File: src/pbc4_defines.svh
// Constants for the presettable 4-bit binary counter
`ifndef PBC4_DEFINES_SVH
`define PBC4_DEFINES_SVH
`define PBC4_WIDTH 4
`define PBC4_COUNT_RESET 4'h0
`define PBC4_COUNT_FULL 4'hF
`define PBC4_COUNT_STEP 4'h1
`define PBC4_SYNC_RESET 2'h0
`endif

File: src/pbc4_pkg.sv
// Types shared by the presettable 4-bit binary counter
`include "pbc4_defines.svh"
package pbc4_pkg;
   typedef enum logic [1:0] {PBC4_LOAD, PBC4_COUNT, PBC4_HOLD} pbc4_mode_t;
   typedef struct packed {
      logic parallel_load_enable_low;
      logic count_enable_low;
      logic [`PBC4_WIDTH-1:0] preset_inputs;
   } pbc4_ctrl_t;
endpackage

File: src/pbc4_bit.sv
// One master/slave counting stage with its own assertion input and output
module pbc4_bit
   import pbc4_pkg::*;
(
   input wire logic clock,
   input wire logic rst_n,
   input wire logic master_clear,
   input wire logic next_value,
   output logic assert_out
);
   logic slave_reg;
   logic slave_next;

   always_comb
   begin
      slave_next = next_value;
      if (master_clear)
      begin
         slave_next = 1'b0;
      end
   end

   always_ff @(posedge clock)
   begin
      if (!rst_n)
      begin
         slave_reg <= 1'b0;
      end
      else
      begin
         slave_reg <= slave_next;
      end
   end

   // Slave is the only visible state: the master half is the next-value net
   assign assert_out = master_clear ? 1'b0 : slave_reg;
endmodule

File: src/pbc4_counter.sv
// Synchronous presettable cascadable 4-bit binary up-counter
module pbc4_counter
   import pbc4_pkg::*;
(
   input wire logic clock,
   input wire logic rst_n,
   input wire logic master_clear_pin,
   input wire logic parallel_load_enable_low_pin,
   input wire logic count_enable_low_pin,
   input wire logic [`PBC4_WIDTH-1:0] preset_inputs_pin,
   output logic [`PBC4_WIDTH-1:0] count_outputs,
   output logic terminal_count_low
);
   logic [1:0] clear_sync_reg;
   logic [1:0] clear_sync_next;
   pbc4_ctrl_t ctrl_meta_reg;
   pbc4_ctrl_t ctrl_meta_next;
   pbc4_ctrl_t ctrl_reg;
   pbc4_ctrl_t ctrl_next;
   logic master_clear;
   pbc4_mode_t mode;
   logic [`PBC4_WIDTH-1:0] count_now;
   logic [`PBC4_WIDTH-1:0] master_value;
   logic [`PBC4_WIDTH-1:0] carry_in;
   logic all_ones;
   logic count_armed;
   logic tc_reg;
   logic tc_next;

   // Pins cross in through two flops, but the terminal-count look-ahead reads the control pins after the first flop
   always_comb
   begin
      clear_sync_next = {clear_sync_reg[0], master_clear_pin};
      ctrl_meta_next.parallel_load_enable_low = parallel_load_enable_low_pin;
      ctrl_meta_next.count_enable_low = count_enable_low_pin;
      ctrl_meta_next.preset_inputs = preset_inputs_pin;
      ctrl_next = ctrl_meta_reg;
   end

   always_ff @(posedge clock)
   begin
      if (!rst_n)
      begin
         clear_sync_reg <= `PBC4_SYNC_RESET;
         ctrl_meta_reg <= '1;
         ctrl_reg <= '1;
      end
      else
      begin
         clear_sync_reg <= clear_sync_next;
         ctrl_meta_reg <= ctrl_meta_next;
         ctrl_reg <= ctrl_next;
      end
   end

   assign master_clear = clear_sync_reg[1];

   // Load wins over count regardless of the count enable
   always_comb
   begin
      case ({ctrl_reg.parallel_load_enable_low, ctrl_reg.count_enable_low})
         2'h0, 2'h1: mode = PBC4_LOAD;
         2'h2: mode = PBC4_COUNT;
         2'h3: mode = PBC4_HOLD;
         default: mode = PBC4_HOLD;
      endcase
   end

   // Master side: next value settles combinationally, slaves hold until the edge
   always_comb
   begin
      case (mode)
         PBC4_LOAD: master_value = ctrl_reg.preset_inputs;
         PBC4_COUNT: master_value = count_now ^ carry_in;
         PBC4_HOLD: master_value = count_now;
         default: master_value = count_now;
      endcase
   end

   // Carry lookahead: a stage toggles when every lower stage is high, so the
   // decode depth stays flat instead of rippling through an adder
   genvar c;
   generate
      for (c = 0; c < `PBC4_WIDTH; c = c + 1)
      begin : g_carry
         if (c == 0)
         begin : g_first
            assign carry_in[c] = 1'b1;
         end
         else
         begin : g_rest
            assign carry_in[c] = &count_now[c-1:0];
         end
      end
   endgenerate

   genvar i;
   generate
      for (i = 0; i < `PBC4_WIDTH; i = i + 1)
      begin : g_stage
         pbc4_bit u_stage (
            .clock(clock),
            .rst_n(rst_n),
            .master_clear(master_clear),
            .next_value(master_value[i]),
            .assert_out(count_now[i])
         );
      end
   endgenerate

   assign count_outputs = count_now;

   // Registered decode of the next state keeps terminal count in step with the outputs
   assign all_ones = (master_value == `PBC4_COUNT_FULL);

   // Enables that will act on the following edge, so a cascaded stage steps with the wrap
   assign count_armed = ctrl_next.parallel_load_enable_low && !ctrl_next.count_enable_low;

   always_comb
   begin
      tc_next = 1'b1;
      if (!master_clear && all_ones && count_armed)
      begin
         tc_next = 1'b0;
      end
   end

   always_ff @(posedge clock)
   begin
      if (!rst_n)
      begin
         tc_reg <= 1'b1;
      end
      else
      begin
         tc_reg <= tc_next;
      end
   end

   assign terminal_count_low = master_clear ? 1'b1 : tc_reg;
endmodule

File: config.mk
export PLATFORM = sky130hd
export DESIGN_NAME = pbc4_counter
export DESIGN_NICKNAME = d
export VERILOG_FILES = /design/src/pbc4_pkg.sv /design/src/pbc4_bit.sv /design/src/pbc4_counter.sv
export VERILOG_INCLUDE_DIRS = /design/src /design/src/src
export SDC_FILE = /design/constraint.sdc
export NUM_CORES = 1
export LEC_CHECK = 0
export BUFFER_PORTS_ARGS = -buffer_cell sky130_fd_sc_hd__buf_2
export CAP_MARGIN = 20
export CORE_AREA = 5 5 57 59
export DETAILED_ROUTE_END_ITERATION = 16
export DIE_AREA = 0 0 62 64
export SLEW_MARGIN = 20
export SYNTH_ARGS = -nofsm -noshare
export SYNTH_HDL_FRONTEND = slang
export SYNTH_SLANG_ARGS = --single-unit
export TNS_END_PERCENT = 10
File: constraint.sdc
create_clock -name clock -period 1.8 [get_ports clock]
set_input_delay 0.27 -clock clock [delete_from_list [all_inputs] [get_ports clock]]
set_output_delay 0.27 -clock clock [all_outputs]
set_load 0.01 [all_outputs]
* After elaboration in Yosys (flattened, before gate mapping)
Cells that the tools add are included.
** Word-level totals
- Flip-flop bits (word level) :: 19
- Bits in latches :: 0
- Bits in writable memories :: 0
- Bits in read-only memories :: 0
- Bits of input ports :: 9
- Output and inout port bits :: 5
- Memories :: 0
** Cells by class
- Add/subtract/negate cells :: 0
- Multipliers :: 0
- Divide/modulo/power cells :: 0
- Order comparisons :: 0
- Eq/ne operators :: 5
- Shifts and indexed selects :: 0
- Muxes and demuxes :: 8
- Bitwise operators :: 2
- Reduce and logical (&&, ||, !) cells :: 11
** Operator list (count)
- 4-bit one-hot mux with 2 select lines :: 1
- 1-bit 2-to-1 mux :: 6
- 2-bit one-hot mux with 3 select lines :: 1
- 2-bit by 1-bit equality test with 1-bit output, second input constant :: 2
- 2-bit equality test, second input constant :: 2
- 4-bit equality test, second input constant :: 1
- 2-bit logical NOT :: 2
- 2-bit OR reduction :: 2
- 4-bit bitwise XOR :: 1
- 1-bit logical AND :: 3
- 3-bit AND reduction :: 1
- 1-bit logical NOT :: 2
- 2-bit AND reduction :: 1
- 1-bit NOT :: 1

* Depth between registers and ports, before layout
Gate-level depths: netlist of the first run.
- Word-level depth :: 9
- Gate-level depth with buffers :: 6
- Gate-level depth less buffers :: 6

* By module
From an unflattened synthesis of the first run, not the netlist that was laid out.
** Unflattened totals
- Cells, all modules :: 62
- Area, all modules :: 690.7 um^2
** By module, submodules not included
- pbc4_counter :: times used 1, cells an instance 50, area an instance 550.5 um^2
- pbc4_bit :: times used 4, cells an instance 3, area an instance 35.0 um^2

* Least setup slack after synthesis of the first run
Ideal clock, no wire load.
- Path type :: reg2reg
- Start :: register clear_sync_reg[1]
- End :: register tc_reg
- Arrival time :: 1.572 ns
- Required time :: 1.661 ns
- Setup slack :: 0.088 ns
- Cell stages (with the launch flop) :: 7
- Path buffers :: 0
- Period minus slack after synthesis :: 1.712 ns
- Cells stage by stage :: dfxtp_1 -> and2b_2 -> ha_1 -> ha_1 -> or3_1 -> a21boi_0 -> o2111ai_1
** Between the ends
- Word-level cells in the longest chain between the ends :: 8
** Ends and longest elaborated chain
- from (decl) :: RTL line pbc4_counter.sv:14 : logic [1:0] clear_sync_reg;
- from (signal assigned) :: RTL line pbc4_counter.sv:44 : clear_sync_reg <= `PBC4_SYNC_RESET;
- from (signal assigned) :: RTL line pbc4_counter.sv:50 : clear_sync_reg <= clear_sync_next;
- 1-bit 2-to-1 mux * :: RTL line pbc4_bit.sv:36 : assign assert_out = master_clear ? 1'b0 : slave_reg;
- via g_stage[1].u_stage.assert_out :: RTL line pbc4_bit.sv:9 : output logic assert_out
- 3-bit AND reduction or 2-bit AND reduction (tied branches) :: RTL line pbc4_counter.sv:92 : assign carry_in[c] = &count_now[c-1:0];
- 4-bit bitwise XOR :: RTL line pbc4_counter.sv:74 : PBC4_COUNT: master_value = count_now ^ carry_in;
- 4-bit one-hot mux with 2 select lines * :: RTL line pbc4_counter.sv:72 : case (mode)
- 4-bit equality test (no source line) *
- 1-bit logical AND * (2 in series) :: RTL line pbc4_counter.sv:122 : if (!master_clear && all_ones && count_armed)
- 1-bit 2-to-1 mux * :: RTL line pbc4_counter.sv:122
- to (signal assigned) :: RTL line pbc4_counter.sv:136 : tc_reg <= tc_next;
- to (decl) :: RTL line pbc4_counter.sv:27 : logic tc_reg;
Mark *: on every way through the listed nets, which the timed path passes. The rest lies on a longest branch.
A chain may end at the register's enable or synchronous reset.

* Worst setup path in the final report of the first run
- Start :: register clear_sync_reg[1]
- End :: register tc_reg
** Between the ends
- Word-level cells in the longest chain between the ends :: 8
** Ends and longest elaborated chain (RTL line)
- 1-bit 2-to-1 mux :: pbc4_bit.sv:36
- 3-bit AND reduction or 2-bit AND reduction (tied branches) :: pbc4_counter.sv:92
- 4-bit bitwise XOR :: pbc4_counter.sv:74
- 4-bit one-hot mux with 2 select lines :: pbc4_counter.sv:72
- 4-bit equality test (no source line)
- 1-bit logical AND * (2 in series) :: pbc4_counter.sv:122
- 1-bit 2-to-1 mux * :: pbc4_counter.sv:122
Mark *: on every way between the ends. The rest lies on a longest branch, timed or not.

==> flow_metrics.py, run 1 <==
metrics = {
    "clock_tree": {
        "post_cts_buffers": 0,
        "clockBufferDepth": 2,
        "clk_latency_ns": 0.29,
        "cts.sinks": 19,
        "root_buffer": "clkbuf_4",
        "htreeDepth": 1,
        "clkSlewWorstSetupHoldPaths_ns": 0.10,
        "tritoncts": "yes",
        "cts_resized": 0,
        "cts_made_buffers": 3,
        "cts_hold_buf": 0,
    },
    "grt": {
        "antenna_found_initial": 0,
        "grt_max_degree": 16,
        "grt_first_pass_wirelength_um": 2111,
        "grt_pass1_vias": 504,
        "grt_util_all_layers": 0.07171,
        "gr-total-overflow": 0,
    },
    "die": {
        "dieArea_mm2": 0.003968,
        "die_w_um": 62,
        "dieHeight_um": 64,
        "rows": 19,
        "core_area_mm2": 0.002663,
        "pin_count": 14,
        "start_util": 0.2857,
    },
    "critical_path": {
        "end_kind": "flip-flop",
        "path_class": "reg2reg",
        "start_kind": "flip-flop",
        "crit_arrival_ns": 1.86,
        "path_max_fanout": 3,
        "critPathRequiredTime_ns": 1.96,
    },
    "synth": {
        "yosysWarnings": 0,
        "netlist_instances": 72,
        "synth-compound-area-share": 0.07730,
        "synth_xor_xnor_area_share": 0.01151,
        "yosys.area_share.simple": 0.2862,
        "synthAdderAreaFrac": 0.03289,
        "netlist_area_um2": 760.7,
        "synth_top_family_by_area": "simple AND/OR/NAND/NOR gates",
        "ys_seq_area_frac": 0.5000,
        "ys_seq_elements": 19,
        "muxShareOfSynthArea": 0.01316,
        "syn_avg_cell_area_um2": 10.57,
        "synth_cell_types": 28,
        "synth.net_count": 83,
    },
    "final_layout": {
        "drive_above_1_share": 0.3095,
        "nets": 96,
        "antenna_cells": 0,
        "final_cell_area_um2": 850.8,
        "mostFrequentLayoutCells": "19 x dfxtp_1, 14 x nand2b_1, 13 x buf_2, 4 x nor2_1",
        "mostFrequentLayoutCell": "dfxtp_1",
        "fin_util": 0.3195,
        "syn2layout_area_growth_pct": 11.84,
    },
    "sta": {
        "slew_headroom": 0.7732,
        "post-route-min-period_ns": 1.698,
        "fmax_ghz": 0.5890,
        "fin_setup_tns_ns": 0,
        "hold_violations": 0,
        "min_period_over_period": 0.9432,
        "rsz0062_at_grt": "no",
        "skew_ns": 0.002141,
        "slew_violations": 0,
        "setup_viol": 0,
        "worst_slew_pin_slew_ns": 0.3398,
    },
    "detailed_routing": {
        "postRouteAntennaNets": 0,
        "drcViolationCount": 0,
        "routedWlPerCell_um": 10.20,
        "vias": 487,
        "viasPerCell": 4.235,
        "wirelength_um": 1173,
        "drt_pass1_iterations": 4,
        "first_iter_violations": 11,
    },
    "status": {
        "status": "complete, no violations",
    },
    "placed_design": {
        "portBuffers": 13,
        "dp_hpwl_um": 912.4,
        "place_area_um2": 823.3,
        "gp_congestion": 0.7674,
    },
    "power_and_ir_drop": {
        "power_switching_uw": 160.1,
        "clkPwrFrac": 0.282,
        "comb_power_share": 0.091,
        "switching_share": 0.2225,
        "max-vdd-ir-drop_uv": 665.1,
        "p_per_area_mw_per_mm2": 845.7,
        "seq_power_share": 0.627,
        "p_leak_uw": 0.0003565,
        "intPower_uw": 559.4,
    },
    "run": {
        "cap_violations": 0,
    },
    "worst_hold_path": {
        "min-delay-path-class": "in2reg",
    },
}
## cell usage after synthesis, drive strengths merged
cell	instances	area (um^2)
a21boi	1	7.510
a21oi	1	5.000
a311oi	2	23.77
and2	2	12.51
and2b	3	26.28
buf	6	52.55
clkbuf	1	3.750
dfxtp	19	380.4
ha	2	25.02
inv	1	3.750
mux2i	1	10.01
nand2	1	3.750
nand2b	15	96.34
nand3	1	5.000
nand3b	2	15.01
nor2	4	15.01
nor2b	1	8.760
nor3b	1	7.510
nor4b	1	8.760
o2111ai	1	8.760
o21ai	1	5.000
o41ai	1	8.760
or2	1	6.260
or3	2	12.51
xnor2	1	8.760
## layout make-up
class,count,area (um^2)
Fill cell,287,1812
Sequential cell,19,380.4
Multi-Input combinational cell,45,320.3
Timing Repair Buffer,15,80.08
Tap cell,31,38.79
Clock buffer,3,22.52
Clock inverter,1,5.005
Inverter,1,3.754
## per-layer routing
layer,wire (um),vias to the layer above,track usage
met2,448,16,0.09585
met4,19,0,0.03183
met1,607,208,0.09367
met3,98,2,0.03823
met5,0,-,0
li1,-,261,-
## power groups by stage
stage          Combinational [uW]  Sequential (uW)  Clock (uW)
2_1_floorplan                53.5              456           0
3_3_place_gp                 65.6              460           0
3_5_place_dp                 66.6              461           0
4_1_cts                      66.9              451         217
5_1_grt                      74.9              454         243
6_report                     65.5              451         203
## kinds of logic (layout without fill, tap and decap cells)
logic type,after synthesis,after routing
simple gates,34,34
flops,19,19
buf+inv,8,20
compound gates,7,7
xor+xnor,1,1
mux,1,1
fa+ha+maj,2,2
## final timing paths
check	startpoint	depth (start not counted)	slack [ns]	end
min	preset_inputs_pin[1]	2	0.15	ctrl_meta_reg[1]
max reg2reg	clear_sync_reg[1]	6	0.10	tc_reg
max	clear_sync_reg[1]	6	0.10	tc_reg
min reg2reg	ctrl_meta_reg[1]	1	0.41	ctrl_reg[1]
## stage by stage
| step | total power (uW) | hold slack, ns | worst slack (ns) | cells |
|---|---|---|---|---|
| after floorplan | 509.9 | 0.3430 | 0.08834 | 72 |
| after global placement | 525.9 | 0.3928 | 0.1280 | 111 |
| after detailed placement | 527.5 | 0.3917 | 0.06095 | 111 |
| after CTS | 735.3 | 0.1368 | 0.04635 | 115 |
| after global routing | 771.4 | 0.1190 | 0.003971 | 115 |
| final | 719.5 | 0.1524 | 0.1023 | 115 |
## worst max-delay path, cell delays in order, from the launching register on
cell	delay, ns
dfxtp_1	0.35
and2b_2	0.23
ha_1	0.20
ha_1	0.19
or3_1	0.37
a21boi_1	0.13
o2111ai_1	0.11
Note: power is estimated with default switching activity, not from simulation.
==> run 2: changes to the inputs <==
PLACE_DENSITY = 0.53   (was not set)
SLEW_MARGIN = not set   (was 20)
==> run 2 against run 1 <==
Effect of this change: final area rose by 1.8%; first-iteration DRC count shrank 18%; clock skew decreased by 0.00086 ns; setup slack lost 0.018 ns; non-clock buffer count grew 1; sequential share of layout area down 0.63 points; worst hold slack worse by 0.0042 ns; register-to-register slack lost 0.02 ns; total power increased by 1.7%; die area unchanged.
==> flow_metrics.py, run 2 (synthesized netlist as in run 1, its figures left out) <==
metrics = {
    "critical_path": {
        "crit_path_top_delay_cell": "or3_1",
        "cp_cell_sequence": "and2b_2 > ha_1 > ha_1 > or3_1 > a21boi_2 > o2111ai_1",
        "path_class": "reg2reg",
        "end_kind": "flip-flop",
        "crit_top_cell": "ha_1",
        "critPathRequiredTime_ns": 1.97,
        "crit_arrival_ns": 1.88,
        "cp_slowest_stage_delay_ns": 0.38,
        "start_kind": "flip-flop",
        "path_max_fanout": 4,
    },
    "grt": {
        "grt_util_all_layers": 0.07067,
        "grt_use_met2": 0.1023,
        "grt.busiest_layer": "met2",
        "grt_max_degree": 15,
        "grt_pass1_vias": 493,
        "use_met3": 0.04225,
        "use_met1": 0.08935,
        "antenna_found_initial": 0,
        "gr-total-overflow": 0,
        "grt_first_pass_wirelength_um": 2076,
    },
    "die": {
        "dieHeight_um": 64,
        "dieArea_mm2": 0.003968,
        "core_area_mm2": 0.002663,
        "rows": 19,
        "start_util": 0.2857,
        "pin_count": 14,
        "die_w_um": 62,
    },
    "final_layout": {
        "mostFrequentLayoutCell": "dfxtp_1",
        "mostFrequentLayoutCells": "18 x dfxtp_1, 14 x nand2b_1, 13 x buf_2, 4 x nor2_1",
        "antenna_cells": 0,
        "drive_above_1_share": 0.3412,
        "syn2layout_area_growth_pct": 13.82,
        "nets": 97,
        "fin_util": 0.3252,
    },
    "power_and_ir_drop": {
        "intPower_uw": 563.1,
        "clkPwrFrac": 0.290,
        "p_leak_uw": 0.0003580,
        "comb_power_share": 0.094,
        "power_switching_uw": 168.9,
        "max-vdd-ir-drop_uv": 422.8,
        "switching_share": 0.2308,
        "total_power_uw": 732.0,
        "seq_power_share": 0.616,
        "p_per_area_mw_per_mm2": 845.5,
    },
    "placed_design": {
        "place_ws_ns": 0.001661,
        "gp_congestion": 0.7866,
        "portBuffers": 13,
    },
    "clock_tree": {
        "clkSlewWorstSetupHoldPaths_ns": 0.11,
        "clk_latency_ns": 0.29,
        "cts.sinks": 19,
        "tritoncts": "yes",
        "clockBufferDepth": 2,
        "root_buffer": "clkbuf_4",
        "post_cts_buffers": 0,
        "cts_made_buffers": 3,
        "htreeDepth": 1,
    },
    "worst_hold_path": {
        "min-delay-path-class": "in2reg",
    },
    "detailed_routing": {
        "postRouteAntennaNets": 0,
        "wirelength_um": 1179,
        "vias": 480,
        "first_iter_violations": 9,
        "drt_pass1_iterations": 2,
        "drcViolationCount": 0,
        "routedWlPerCell_um": 10.16,
        "viasPerCell": 4.138,
    },
    "sta": {
        "post-route-min-period_ns": 1.716,
        "slew_headroom": 0.7789,
        "worst_slew_pin_slew_ns": 0.3313,
        "fmax_ghz": 0.5828,
        "min_period_over_period": 0.9532,
        "fin_setup_tns_ns": 0,
        "rsz0062_at_grt": "no",
        "slew_violations": 0,
        "skew_ns": 0.001277,
        "timing.final.ws_setup_ns": 0.08427,
        "setup_viol": 0,
        "hold_violations": 0,
    },
    "status": {
        "status": "complete, no violations",
    },
    "run": {
        "cap_violations": 0,
    },
}
[run 2: cell type report]
cell class                 count  area (um^2)
inverter                       1        3.754
sequential                    19        381.6
fill                         289         1797
clock inverter                 1        7.507
multi-input combinational     45        324.1
tap                           31        38.79
clock buffer                   3        22.52
timing repair buffer          16        87.58
[run 2: path summary, 6_finish.rpt]
path | start | endpoint | slack, ns | cells after the start
worst min register to register | ctrl_meta_reg[1] | ctrl_reg[1] | 0.42 | 1
worst max register to register | clear_sync_reg[1] | tc_reg | 0.08 | 6
worst min-delay path | parallel_load_enable_low_pin | ctrl_meta_reg[5] | 0.15 | 2
worst max-delay path | clear_sync_reg[1] | tc_reg | 0.08 | 6
[run 2: metrics by stage]
stage / cell area [um^2] / hold WS [ns] / instances
final: 865.8 / 0.1483 / 116
after global routing: 865.8 / 0.1312 / 116
after CTS: 860.8 / 0.1341 / 116
after detailed placement: 830.8 / 0.3948 / 112
after global placement: 830.8 / 0.3943 / 112
after floorplan: 760.7 / 0.3430 / 72
[run 2: routing by layer]
metal  vias up  wire length (um)
met3         0               113
li1        263                 -
met1       201               565
met2        16               500
met4         0                 0
met5         -                 0
[run 2: power groups by stage]
stage | clock (uW) | sequential [uW] | combinational, uW
after global placement | 0 | 460 | 67.6
after global routing | 245 | 454 | 77.3
after floorplan | 0 | 456 | 53.5
after CTS | 225 | 451 | 69.2
final | 213 | 451 | 68.5
after detailed placement | 0 | 461 | 68.9
[run 2: what timing repair did]
item,CTS,global route
hold buffers,0,0
gates cloned,0,0
resized for setup,1,2
endpoints found under the hold margin,0,0
endpoints found under the setup margin,1,1
[run 2: worst max-delay path, delay by kind of cell (launching register included)]
kind | cells | cell delay (ns)
AND/OR/NAND/NOR | 2 | 0.60
adder cells (fa/ha/maj) | 2 | 0.39
flip-flops | 1 | 0.36
AO/OA/AOI/OAI | 2 | 0.24
==> run 3: changes to the inputs <==
CELL_PAD_IN_SITES_DETAIL_PLACEMENT = 0   (was not set)
CELL_PAD_IN_SITES_GLOBAL_PLACEMENT = 1   (was not set)
PLACE_DENSITY = 0.64   (was 0.53)
TNS_END_PERCENT = not set   (was 10)
==> run 3 against run 2 <==
Effect of this change: first-iteration DRC count is 67% lower; flip-flop and latch count stayed put; core utilization is 0.14 points lower; cell count stayed put; die area stayed put; maximum frequency is 1.3% higher; largest cell class unchanged.
==> flow_metrics.py, run 3 (synthesized netlist as in run 1, its figures left out) <==
metrics = {
    "status": {
        "status": "complete, no violations",
    },
    "detailed_routing": {
        "postRouteAntennaNets": 0,
        "drcViolationCount": 0,
        "viasPerCell": 4.216,
        "first_iter_violations": 3,
        "wirelength_um": 1215,
        "drt_pass1_iterations": 2,
        "vias": 489,
        "routedWlPerCell_um": 10.47,
    },
    "worst_hold_path": {
        "holdPathStages": 2,
        "min-delay-path-class": "in2reg",
        "min-delay-start": "parallel_load_enable_low_pin",
        "min_to": "ctrl_meta_reg[5]",
    },
    "final_layout": {
        "fin_cells": 116,
        "nets": 97,
        "antenna_cells": 0,
        "syn2layout_area_growth_pct": 13.32,
        "mostFrequentLayoutCell": "dfxtp_1",
        "mostFrequentLayoutCells": "18 x dfxtp_1, 14 x nand2b_1, 13 x buf_2, 4 x nor2_1",
        "drive_above_1_share": 0.3294,
    },
    "critical_path": {
        "regToRegEndpoint": "tc_reg",
        "crit_path_top_delay_cell": "dfxtp_2",
        "cp_slowest_stage_delay_ns": 0.36,
        "critPathRequiredTime_ns": 1.98,
        "start_kind": "flip-flop",
        "path_max_fanout": 4,
        "reg2reg_slack_ns": 0.11,
        "crit_arrival_ns": 1.87,
        "r2r_start": "clear_sync_reg[1]",
        "cp_top_family": "simple AND/OR/NAND/NOR gates",
        "crit_top_cell": "ha_1",
        "end_kind": "flip-flop",
        "path_class": "reg2reg",
        "critPathBufInv": 0,
        "cp_cell_sequence": "and2b_2 > ha_1 > ha_1 > or3_1 > a21boi_1 > o2111ai_1",
        "reg2reg_depth": 6,
        "cp_num_cells": 6,
    },
    "die": {
        "dieArea_mm2": 0.003968,
        "rows": 19,
        "start_util": 0.2857,
        "die_w_um": 62,
        "core_area_mm2": 0.002663,
        "pin_count": 14,
        "dieHeight_um": 64,
    },
    "power_and_ir_drop": {
        "p_leak_uw": 0.0003584,
        "max-vdd-ir-drop_uv": 452.3,
        "switching_share": 0.2357,
        "power_switching_uw": 173.4,
        "intPower_uw": 562.3,
        "clkPwrFrac": 0.296,
        "p_per_area_mw_per_mm2": 853.4,
        "comb_power_share": 0.090,
        "seq_power_share": 0.613,
    },
    "sta": {
        "skew_ns": 0.002124,
        "hold_violations": 0,
        "holdWs_ns": 0.1434,
        "slew_violations": 0,
        "fin_setup_tns_ns": 0,
        "worst_slew_pin_slew_ns": 0.3671,
        "fmax_ghz": 0.5903,
        "rsz0062_at_grt": "no",
        "setup_viol": 0,
        "timing.final.ws_setup_ns": 0.1061,
        "post-route-min-period_ns": 1.694,
        "min_period_over_period": 0.9411,
        "slew_headroom": 0.7549,
    },
    "grt": {
        "grt_first_pass_wirelength_um": 2139,
        "antenna_found_initial": 0,
        "grt_pass1_vias": 468,
        "grt_util_all_layers": 0.07261,
        "grt_max_degree": 16,
        "gr-total-overflow": 0,
    },
    "clock_tree": {
        "cts_hold_buf": 0,
        "cts_made_buffers": 3,
        "clkSlewWorstSetupHoldPaths_ns": 0.11,
        "root_buffer": "clkbuf_4",
        "clk_latency_ns": 0.30,
        "htreeDepth": 1,
        "tritoncts": "yes",
        "clockBufferDepth": 2,
        "cts.sinks": 19,
    },
    "run": {
        "cap_violations": 0,
    },
    "placed_design": {
        "gp_congestion": 0.7575,
        "dp_cells": 112,
        "place_ws_ns": 0.03001,
        "dp_hpwl_um": 940.9,
        "portBuffers": 13,
    },
}
[run 3: cell types whose count changed in the layout (fill, tap and decap cells not counted)]
cell,delta
a21boi_1,+1
a21boi_2,-1
[run 3: worst max-delay path by stage]
stage | from | endpoint | slack [ns]
global route | clear_sync_reg[1] | tc_reg | 0.02
CTS | clear_sync_reg[1] | tc_reg | 0.007
finish | clear_sync_reg[1] | tc_reg | 0.11
global placement | clear_sync_reg[1] | tc_reg | 0.10
floorplan | clear_sync_reg[1] | tc_reg | 0.09
detailed placement | clear_sync_reg[1] | tc_reg | 0.03
[run 3: per-layer routing]
layer | track usage | up-vias | share of wire
met1 | 0.09169 | 211 | 0.46
met4 | 0.02387 | 0 | 0
met2 | 0.1062 | 16 | 0.44
met3 | 0.03622 | 0 | 0.099
li1 | - | 262 | -
met5 | 0 | - | 0
[run 3: layout make-up]
type,count,area [um^2]
Sequential cell,19,381.6
Timing Repair Buffer,16,87.58
Tap cell,31,38.79
Clock inverter,1,7.507
Fill cell,303,1800
Multi-Input combinational cell,45,320.3
Inverter,1,3.754
Clock buffer,3,22.52
[run 3: power by group through the flow]
stage | registers, uW | logic (uW) | clock network (uW)
floorplan | 456 | 53.5 | 0
global placement | 461 | 67.1 | 0
detailed placement | 461 | 67.4 | 0
CTS | 452 | 67.6 | 232
global route | 455 | 75.2 | 246
finish | 451 | 66.2 | 218
[run 3: timing repair]
item | 4_1_cts | 5_1_grt
gates resized for setup | 0 | 2
buffers inserted | 0 | 0
endpoints found under the setup margin | 0 | 1
[run 3: per-stage QoR]
step	cell area [um^2]	util	total power, uW
3_5_place_dp	830.8	0.3120	528.7
6_report	862.1	0.3238	735.7
3_3_place_gp	830.8	0.3120	527.7
5_1_grt	862.1	0.3238	775.9
2_1_floorplan	760.7	-	509.9
4_1_cts	860.8	0.3233	751.1
